### src/rtl/bsp_pkg.sv
// Constants shared by both ends of the two-beat common-I/O SRAM port.
// Assumes one clock in which each cycle is one data beat.
// Function
// - Command pins sampled only at primary edges.
// - Read is load low, select high.
// - Each command moves exactly two beats.
// - Back-to-back commands accepted every primary cycle.
// - Deselect pipelined; read beats finish first.
// - Load high ignores command inputs.
// - Write beats captured primary then complementary.
// - Controller writes with both low, data later.
// - Masks sampled with each data beat.
// - Masked byte leaves stored contents unchanged.
// - Any mask mix, each lane independent.
// - Nine-bit variant: one mask, nine lines.
// - Eight-bit variant: nibble masks per four lines.
// - Internal word twice the bus width.
// - Low disable input turns off delay loop.
// - Termination follows termination enable pin level.
// - Drivers off one cycle after NOP/write.
// - Termination off half cycle around read data.
// - Controller drives writes, releases during reads.
package bsp_pkg;
	localparam int DQ_W       = 18;
	localparam int LANE_W     = 9;
	localparam int LANES      = DQ_W / LANE_W;
	localparam int WORD_W     = 2 * DQ_W;
	localparam int WMASK_W    = 2 * LANES;
	localparam int ADDR_W     = 4;
	localparam int DEPTH      = 16;
	// Beat counts after the device's command edge.
	localparam int WR_BEAT1   = 2;
	localparam int WR_BEAT2   = 3;
	localparam int RD_LAT     = 4;
	localparam int DRV_OFF    = 5;
	localparam int TERM_LEAD  = 1;
	localparam int DEV_PIPE   = 6;
	localparam int CTL_PIPE   = 7;
	localparam logic [1:0] CMD_NOP = 2'h0;
	localparam logic [1:0] CMD_WR  = 2'h1;
	localparam logic [1:0] CMD_RD  = 2'h2;
	typedef logic [1:0] bsp_cmd_t;
endpackage : bsp_pkg

### src/rtl/bsp_link_if.sv
// Link between the SRAM controller end and the SRAM device end.
// Assumes both ends run on the same clock; each end drives its own data wires with its own enable.
`timescale 1ns/100ps
interface bsp_link_if;
	import bsp_pkg::*;
	logic                 k_phase;
	logic [ADDR_W-1:0]    sync_address_inputs;
	logic                 load_strobe_n;
	logic                 rw_select;
	logic [LANES-1:0]     byte_write_masks_n;
	logic [DQ_W-1:0]      ctl_dq;
	logic                 ctl_dq_oe_n;
	logic [DQ_W-1:0]      dev_dq;
	logic                 dev_dq_oe_n;
	logic                 termination_enable;
	logic                 dll_off_n;
	logic                 echo_timing_out;
	logic                 read_valid_out;
	modport ctl (output k_phase, sync_address_inputs, load_strobe_n, rw_select,
		byte_write_masks_n, ctl_dq, ctl_dq_oe_n, termination_enable, dll_off_n,
		input dev_dq, dev_dq_oe_n, echo_timing_out, read_valid_out);
	modport dev (input k_phase, sync_address_inputs, load_strobe_n, rw_select,
		byte_write_masks_n, ctl_dq, ctl_dq_oe_n, termination_enable, dll_off_n,
		output dev_dq, dev_dq_oe_n, echo_timing_out, read_valid_out);
endinterface : bsp_link_if

### src/rtl/bsp_sram_dev.sv
// SRAM device end: command pipeline, late-write capture, masked storage, read return.
// Assumes the controller end shares clk_sys_in; strap pins arrive asynchronously.
`timescale 1ns/100ps
module bsp_sram_dev (
	input  wire logic clk_sys_in,
	input  wire logic arst_n_in,
	bsp_link_if.dev   link,
	output logic      dll_enabled_out,
	output logic      term_active_out
);
	import bsp_pkg::*;

	// ==========================================================
	// Strap synchronisers
	logic [2:0] odt_sync_reg;
	logic [2:0] dll_sync_reg;
	logic       odt_reg;
	logic       dll_reg;
	wire        odt_next = (odt_sync_reg[1] == odt_sync_reg[2]) ? odt_sync_reg[2] : odt_reg;
	wire        dll_next = (dll_sync_reg[1] == dll_sync_reg[2]) ? dll_sync_reg[2] : dll_reg;

	always_ff @(posedge clk_sys_in or negedge arst_n_in) begin
		if (!arst_n_in) begin
			odt_sync_reg <= 3'h0;
			dll_sync_reg <= 3'h0;
			odt_reg      <= 1'b0;
			dll_reg      <= 1'b0;
		end else begin
			odt_sync_reg <= {odt_sync_reg[1:0], link.termination_enable};
			dll_sync_reg <= {dll_sync_reg[1:0], link.dll_off_n};
			odt_reg      <= odt_next;
			dll_reg      <= dll_next;
		end
	end

	// ==========================================================
	// Command pipeline
	bsp_cmd_t          cmd_pipe [DEV_PIPE];
	logic [ADDR_W-1:0] adr_pipe [DEV_PIPE];
	wire               cmd_take = link.k_phase && !link.load_strobe_n;
	wire bsp_cmd_t     cmd_new  = !cmd_take ? CMD_NOP :
		(link.rw_select ? CMD_RD : CMD_WR);

	always_ff @(posedge clk_sys_in or negedge arst_n_in) begin
		if (!arst_n_in) begin
			for (int i = 0; i < DEV_PIPE; i++) begin
				cmd_pipe[i] <= CMD_NOP;
				adr_pipe[i] <= '0;
			end
		end else begin
			cmd_pipe[0] <= cmd_new;
			adr_pipe[0] <= link.sync_address_inputs;
			for (int i = 1; i < DEV_PIPE; i++) begin
				cmd_pipe[i] <= cmd_pipe[i-1];
				adr_pipe[i] <= adr_pipe[i-1];
			end
		end
	end

	// ==========================================================
	// Storage and write path
	logic [WORD_W-1:0]  mem_reg [DEPTH];
	logic [DQ_W-1:0]    wbeat_reg;
	logic [LANES-1:0]   wmask_reg;
	wire                wr_b1 = (cmd_pipe[WR_BEAT1-1] == CMD_WR);
	wire                wr_b2 = (cmd_pipe[WR_BEAT2-1] == CMD_WR);
	wire [ADDR_W-1:0]   wr_adr = adr_pipe[WR_BEAT2-1];

	always_ff @(posedge clk_sys_in or negedge arst_n_in) begin
		if (!arst_n_in) begin
			wbeat_reg <= '0;
			wmask_reg <= '1;
		end else if (wr_b1) begin
			wbeat_reg <= link.ctl_dq;
			wmask_reg <= link.byte_write_masks_n;
		end
	end

	wire [WORD_W-1:0]   wr_word;

	genvar g;
	generate
		for (g = 0; g < LANES; g++) begin : g_lane
			// Each lane of LANE_W lines has its own mask in each beat.
			assign wr_word[g*LANE_W +: LANE_W] = wmask_reg[g] ?
				mem_reg[wr_adr][g*LANE_W +: LANE_W] :
				wbeat_reg[g*LANE_W +: LANE_W];
			assign wr_word[DQ_W + g*LANE_W +: LANE_W] = link.byte_write_masks_n[g] ?
				mem_reg[wr_adr][DQ_W + g*LANE_W +: LANE_W] :
				link.ctl_dq[g*LANE_W +: LANE_W];
		end
	endgenerate

	// One process owns the storage; masked lanes write back their old contents.
	always_ff @(posedge clk_sys_in) begin
		if (wr_b2) begin
			mem_reg[wr_adr] <= wr_word;
		end
	end

	// ==========================================================
	// Read return, driver and termination control
	wire        rd_b1  = (cmd_pipe[RD_LAT-1] == CMD_RD);
	wire        rd_b2  = (cmd_pipe[RD_LAT] == CMD_RD);
	wire        rd_any = rd_b1 || rd_b2;
	wire        rd_near = (cmd_pipe[RD_LAT-1-TERM_LEAD] == CMD_RD) || rd_any ||
		(cmd_pipe[RD_LAT+TERM_LEAD] == CMD_RD);
	wire [DQ_W-1:0] q_next = rd_b1 ? mem_reg[adr_pipe[RD_LAT-1]][DQ_W-1:0] :
		rd_b2 ? mem_reg[adr_pipe[RD_LAT]][WORD_W-1:DQ_W] : '0;

	logic [DQ_W-1:0] q_reg;
	logic            q_oe_n_reg;
	logic            echo_reg;
	logic            term_reg;
	logic            rv_reg;

	always_ff @(posedge clk_sys_in or negedge arst_n_in) begin
		if (!arst_n_in) begin
			q_reg      <= '0;
			q_oe_n_reg <= 1'b1;
			echo_reg   <= 1'b0;
			term_reg   <= 1'b0;
			rv_reg     <= 1'b0;
		end else begin
			q_reg      <= q_next;
			q_oe_n_reg <= !rd_any;
			echo_reg   <= link.k_phase;
			term_reg   <= odt_reg && !rd_near;
			rv_reg     <= rd_any;
		end
	end

	assign link.dev_dq          = q_reg;
	assign link.dev_dq_oe_n     = q_oe_n_reg;
	assign link.read_valid_out  = rv_reg;
	assign link.echo_timing_out = echo_reg;
	assign dll_enabled_out      = dll_reg;
	assign term_active_out      = term_reg;
endmodule : bsp_sram_dev

### src/flat_wrapper.sv
// flat-port wrapper written by rule: the top's interface ports become plain ports
module bsp_sram_dev_flat import bsp_pkg::*;
  (clk_sys_in, arst_n_in, dll_enabled_out, term_active_out, link_k_phase, link_sync_address_inputs, link_load_strobe_n, link_rw_select, link_byte_write_masks_n, link_ctl_dq, link_ctl_dq_oe_n, link_termination_enable, link_dll_off_n, link_dev_dq, link_dev_dq_oe_n, link_echo_timing_out, link_read_valid_out);
  bsp_link_if link_i ();
  input  wire logic clk_sys_in;
  input  wire logic arst_n_in;
  output logic dll_enabled_out;
  output logic term_active_out;
  input wire logic [$bits(link_i.k_phase)-1:0] link_k_phase;
  input wire logic [$bits(link_i.sync_address_inputs)-1:0] link_sync_address_inputs;
  input wire logic [$bits(link_i.load_strobe_n)-1:0] link_load_strobe_n;
  input wire logic [$bits(link_i.rw_select)-1:0] link_rw_select;
  input wire logic [$bits(link_i.byte_write_masks_n)-1:0] link_byte_write_masks_n;
  input wire logic [$bits(link_i.ctl_dq)-1:0] link_ctl_dq;
  input wire logic [$bits(link_i.ctl_dq_oe_n)-1:0] link_ctl_dq_oe_n;
  input wire logic [$bits(link_i.termination_enable)-1:0] link_termination_enable;
  input wire logic [$bits(link_i.dll_off_n)-1:0] link_dll_off_n;
  output wire logic [$bits(link_i.dev_dq)-1:0] link_dev_dq;
  output wire logic [$bits(link_i.dev_dq_oe_n)-1:0] link_dev_dq_oe_n;
  output wire logic [$bits(link_i.echo_timing_out)-1:0] link_echo_timing_out;
  output wire logic [$bits(link_i.read_valid_out)-1:0] link_read_valid_out;
  assign link_i.k_phase = link_k_phase;
  assign link_i.sync_address_inputs = link_sync_address_inputs;
  assign link_i.load_strobe_n = link_load_strobe_n;
  assign link_i.rw_select = link_rw_select;
  assign link_i.byte_write_masks_n = link_byte_write_masks_n;
  assign link_i.ctl_dq = link_ctl_dq;
  assign link_i.ctl_dq_oe_n = link_ctl_dq_oe_n;
  assign link_i.termination_enable = link_termination_enable;
  assign link_i.dll_off_n = link_dll_off_n;
  assign link_dev_dq = link_i.dev_dq;
  assign link_dev_dq_oe_n = link_i.dev_dq_oe_n;
  assign link_echo_timing_out = link_i.echo_timing_out;
  assign link_read_valid_out = link_i.read_valid_out;
  bsp_sram_dev u_core (.clk_sys_in(clk_sys_in), .arst_n_in(arst_n_in), .link(link_i), .dll_enabled_out(dll_enabled_out), .term_active_out(term_active_out));
endmodule
### config.mk
export PLATFORM = sky130hd
export DESIGN_NAME = bsp_sram_dev_flat
export DESIGN_NICKNAME = d
export VERILOG_FILES = /design/src/rtl/bsp_pkg.sv /design/src/rtl/bsp_link_if.sv /design/src/rtl/bsp_sram_dev.sv /design/src/flat_wrapper.sv
export SDC_FILE = /design/constraint.sdc
export NUM_CORES = 1
export LEC_CHECK = 0
export BUFFER_PORTS_ARGS = -buffer_cell sky130_fd_sc_hd__buf_2
export CAP_MARGIN = 20
export CORE_MARGIN = 3
export CORE_UTILIZATION = 40
export CTS_BUF_LIST = sky130_fd_sc_hd__clkbuf_8
export CTS_CLUSTER_DIAMETER = 150
export DETAILED_ROUTE_END_ITERATION = 12
export SLEW_MARGIN = 10
export SYNTH_ARGS = -nofsm -noshare
export SYNTH_HDL_FRONTEND = slang
export SYNTH_SLANG_ARGS = --single-unit
### constraint.sdc
create_clock -name clk_sys_in -period 2.3 [get_ports clk_sys_in]
set_input_delay 0.46 -clock clk_sys_in [delete_from_list [all_inputs] [get_ports clk_sys_in]]
set_output_delay 0.46 -clock clk_sys_in [all_outputs]
set_load 0.03 [all_outputs]
==> impl_summary.md <==
Synthesis
The compound-gate portion of the synthesized area is 4.25%. Of the total synthesized cell area, the portion taken by AND, OR, NAND and NOR gates is 4.20%. After synthesis, flip-flops and latches occupy 76.5% of the total area.

The synthesized instance count is 1400. When the netlist entered floorplanning its net count stood at 1432. The synthesized netlist contains 33 unique library cells. The post-synthesis register bit count is 658. The multiplexer share of the synthesized area is 12.3%. The area share of xor/xnor cells in the synthesized design is 0%. The main combinational cell family by area after synthesis is multiplexers. A synthesized cell averages 18.1 sq um. The number of warning messages in the yosys log is 0. Of the total synthesized cell area, the portion taken by full adders, half adders and majority gates is less than 1%. The cell area that synthesis handed to floorplanning was roughly 25000 sq um.

Final layout
The net count of the finished layout is 1629. In the layout the commonest cells are 576 x edfxtp_1, 288 x mux2i_1, 142 x a22oi_1. The post-route netlist has 18.1% of its cells at a drive strength greater than 1.

The area added between synthesis and finish is 14.6%. The flip-flop count of the largest register, all copies and words added is 576. The library cell used most frequently in the layout, excluding fill and tap cells, is edfxtp_1. The final cell count without fillers is 2515.

Detailed routing
The detailed-route via count is ~13000. Dividing the detail-routed via count by the number of cells gives between 5 and 6. The detailed-route wire length is 56.0 mm. The number of design-rule violations left by the first detailed-router iteration is 1070. In the routed design, unresolved DRC markers number 0.

The first TritonRoute pass finished after 5 iterations. In the final routed layout, each cell accounts on average for 22.3 um. In this run the remaining antenna-violating nets after routing total 0.

Floorplanning
The initial core utilization is 40.7%. The die covers around 66000 sq um. In this run the count of I/O pins placed on the die edge is 55. The total number of placement rows is a little over 90. The die width is 258 um. The floorplan step defined a core boundary enclosing 62200 sq um. From bottom edge to top edge, the die measures 258 um.

Power and ir drop
Cell internal power was estimated by the tool at 18400 uW. The power density normalized to cell area is about 820 nW/um^2. The clock network is responsible for roughly 37% of the overall power. The logic gate share of total power is under 10%. Summed over all nets, the switching power comes to 5480 uW. Registers are responsible for 58.0% of the overall power.

Of the total power, the share spent switching nets is 23.0%. The worst vdd rail ir drop is 0.000459 V. Summed over all cells, the static leakage comes to 0.0105 uW.

Timing
For the final database, setup skew stands at between 0.02 and 0.03 ns. The transition time of the tightest slew-check pin is 0.647 ns. Setup repair after global routing left no endpoint under its margin.

Setup violations remaining at the end of the flow were counted as 0. The share of the clock period used by the worst path after layout is 86.0%. Headroom to the max-slew limit came out at 56.9%. In the final timing run, aggregate negative setup slack is 0 ns. The final number of hold-violating endpoints is 0. The time the worst path needs with I/O delays and setup is 1.98 ns.

The count of final max-slew check failures is 0. The maximum achievable frequency is 506 MHz.

Setup path
The required arrival time at the worst endpoint is 2.67 ns. The capturing element type of the critical path is a flip-flop. The data arrival time of the critical path is ~2.4 ns.

The largest incremental delay on the critical path is 0.49 ns. Of all nets on the critical path, the largest fanout is 9. The worst-path cell with the longest stage delay is dfrtp_1. The signal on the critical path passes through nor2b_1 > nand3_1 > nor2_1 > buf_4. The sort of element at the start of the critical path is a flip-flop. The number of buffers and inverters on the critical path is 1. The cell family contributing the most delay on the critical path is simple AND/OR/NAND/NOR gates. The type of the worst setup path is reg -> reg.

Clocking
The number of gates resized after cts is 0. CTS placed an instance of clkbuf_8 at the clock tree root. After clock tree synthesis, the clock-pin slew on the worst setup and hold paths is 0.07 ns. Buffers inserted to repair hold after CTS numbered 11. The number of buffers added for setup after CTS is 0. The TritonCTS clock tree is yes. In this run the deepest clock path goes through 3 buffers.

The count of clock tree sinks is between 600 and 700. The number of buffers added by the clock tree synthesis step is 102. The insertion delay of the later-clocked pin in the worst-skew pair is 0.69 ns.

The H-tree was split into 3 levels.

Status
The run finished with clean final reports.

Global routing
The wire length of the first global-routing pass is 83.4 mm. The global route total overflow is 0. The via count of the first global-routing pass came to 13200. Global routing consumed, over all layers together, between 15 and 20% of the routing resources. The number of antenna violations at the first check in global routing is 1. The maximum number of pins on one net before global-route repair is 83.

Placed design
After legalization and detailed placement, the total HPWL measured 34.3 mm. The number of placed instances, taps included, is 2319. Routability-driven placement finished with a final weighted congestion of 0.783. The number of I/O port buffers is between 50 and 60.

Run
Max-cap violations in this run came to 0.

Worst hold path
The worst min-delay path category is in -> reg.
-- path summary, 6_finish.rpt --
kind / startpoint / slack, ns / depth (start not counted) / to
worst max-delay path: u_core.wr_adr[0]$_DFF_PN0_ / 0.32 / 4 / u_core.mem_reg[13][23]$_DFFE_PP_
worst min register to register: u_core.adr_pipe[21]$_DFF_PN0_ / 0.34 / 0 / u_core.adr_pipe[17]$_DFF_PN0_
min in group asynchronous: arst_n_in / 0.31 / 3 / u_core.dll_enabled_out$_DFFE_PN0N_
worst max register to register: u_core.wr_adr[0]$_DFF_PN0_ / 0.32 / 4 / u_core.mem_reg[13][23]$_DFFE_PP_
worst min-delay path: link_byte_write_masks_n[0] / 0.06 / 2 / u_core.wmask_reg[0]$_DFFE_PN1N_
max in group asynchronous: arst_n_in / 1.58 / 3 / u_core.adr_pipe[4]$_DFF_PN0_
-- layer usage --
| layer | routed length (um) | track usage [%] | up-vias | share of wire, % |
|---|---|---|---|---|
| li1 | - | - | 5928 | - |
| met1 | 25000 | 23.4 | 6628 | 45 |
| met2 | 27000 | 26.9 | 369 | 48 |
| met3 | 2780 | 3.44 | 84 | 5.0 |
| met4 | 1250 | 5.20 | 0 | 2.2 |
| met5 | 0 | 0 | - | 0 |
-- Yosys cell counts --
library cell / n / share of area (%)
nand2b_1: 6 / 0.15
nor2_1: 68 / 1.0
mux2_1: 20 / 0.89
buf_6: 6 / 0.27
and2_4: 1 / 0.035
clkbuf_4: 1 / 0.030
clkbuf_1: 9 / 0.13
nor3b_1: 1 / 0.030
buf_2: 30 / 0.59
buf_12: 12 / 0.95
nor2b_4: 3 / 0.16
nor2_2: 2 / 0.049
and3b_1: 1 / 0.035
maj3_1: 2 / 0.079
mux2i_1: 288 / 11
nor3_4: 1 / 0.064
inv_1: 3 / 0.045
buf_8: 2 / 0.12
nor3b_4: 1 / 0.074
nor2b_1: 8 / 0.20
a22oi_1: 142 / 4.2
buf_4: 19 / 0.56
dfstp_2: 3 / 0.31
and2_1: 2 / 0.049
o221ai_1: 1 / 0.035
nand2_1: 12 / 0.18
nand2b_4: 1 / 0.054
nand3b_1: 1 / 0.030
nand4_1: 21 / 0.52
nor2_4: 1 / 0.045
nand3_1: 77 / 1.5
edfxtp_1: 576 / 68
dfrtp_1: 79 / 7.8
-- cells by family (layout without fill, tap and decap cells) --
| logic type | Yosys count | after routing |
|---|---|---|
| AO/OA/AOI/OAI | 143 | 143 |
| adder cells (fa/ha/maj) | 2 | 2 |
| buffers and inverters | 82 | 358 |
| flip-flops | 658 | 658 |
| multiplexers | 308 | 308 |
| other | 0 | 2 |
| AND/OR/NAND/NOR | 207 | 207 |
-- per-stage QoR --
step	cell area (sq um)	setup slack (ns)	utilization, %	hold WS [ns]	total power (uW)
CTS	29000	0.368	46.6	0.00372	24100
finish	29000	0.322	46.6	0.0643	23900
global route	29000	0.255	46.6	0.0222	24800
detailed placement	27000	0.388	43.5	0.337	15200
floorplan	25300	0.483	-	0.164	14600
global placement	27000	0.400	43.5	0.338	15200
-- cell type report --
cell class | instances | area, sq um
multi-input combinational | 660 | 5270
clock inverter | 73 | 347
sequential | 658 | 19400
fill | 5341 | 33200
inverter | 3 | 11.3
tap | 837 | 1050
clock buffer | 110 | 1510
timing repair buffer | 172 | 1440
antenna | 2 | 5.00
-- power groups by stage --
| stage | registers, uW | clock network [uW] | logic (uW) |
|---|---|---|---|
| floorplan | 13900 | 0 | 666 |
| global placement | 14100 | 0 | 1090 |
| detailed placement | 14100 | 0 | 1100 |
| CTS | 13800 | 9120 | 1120 |
| global route | 13900 | 9700 | 1190 |
| finish | 13800 | 8910 | 1110 |
(Power assumes the default switching activity.)
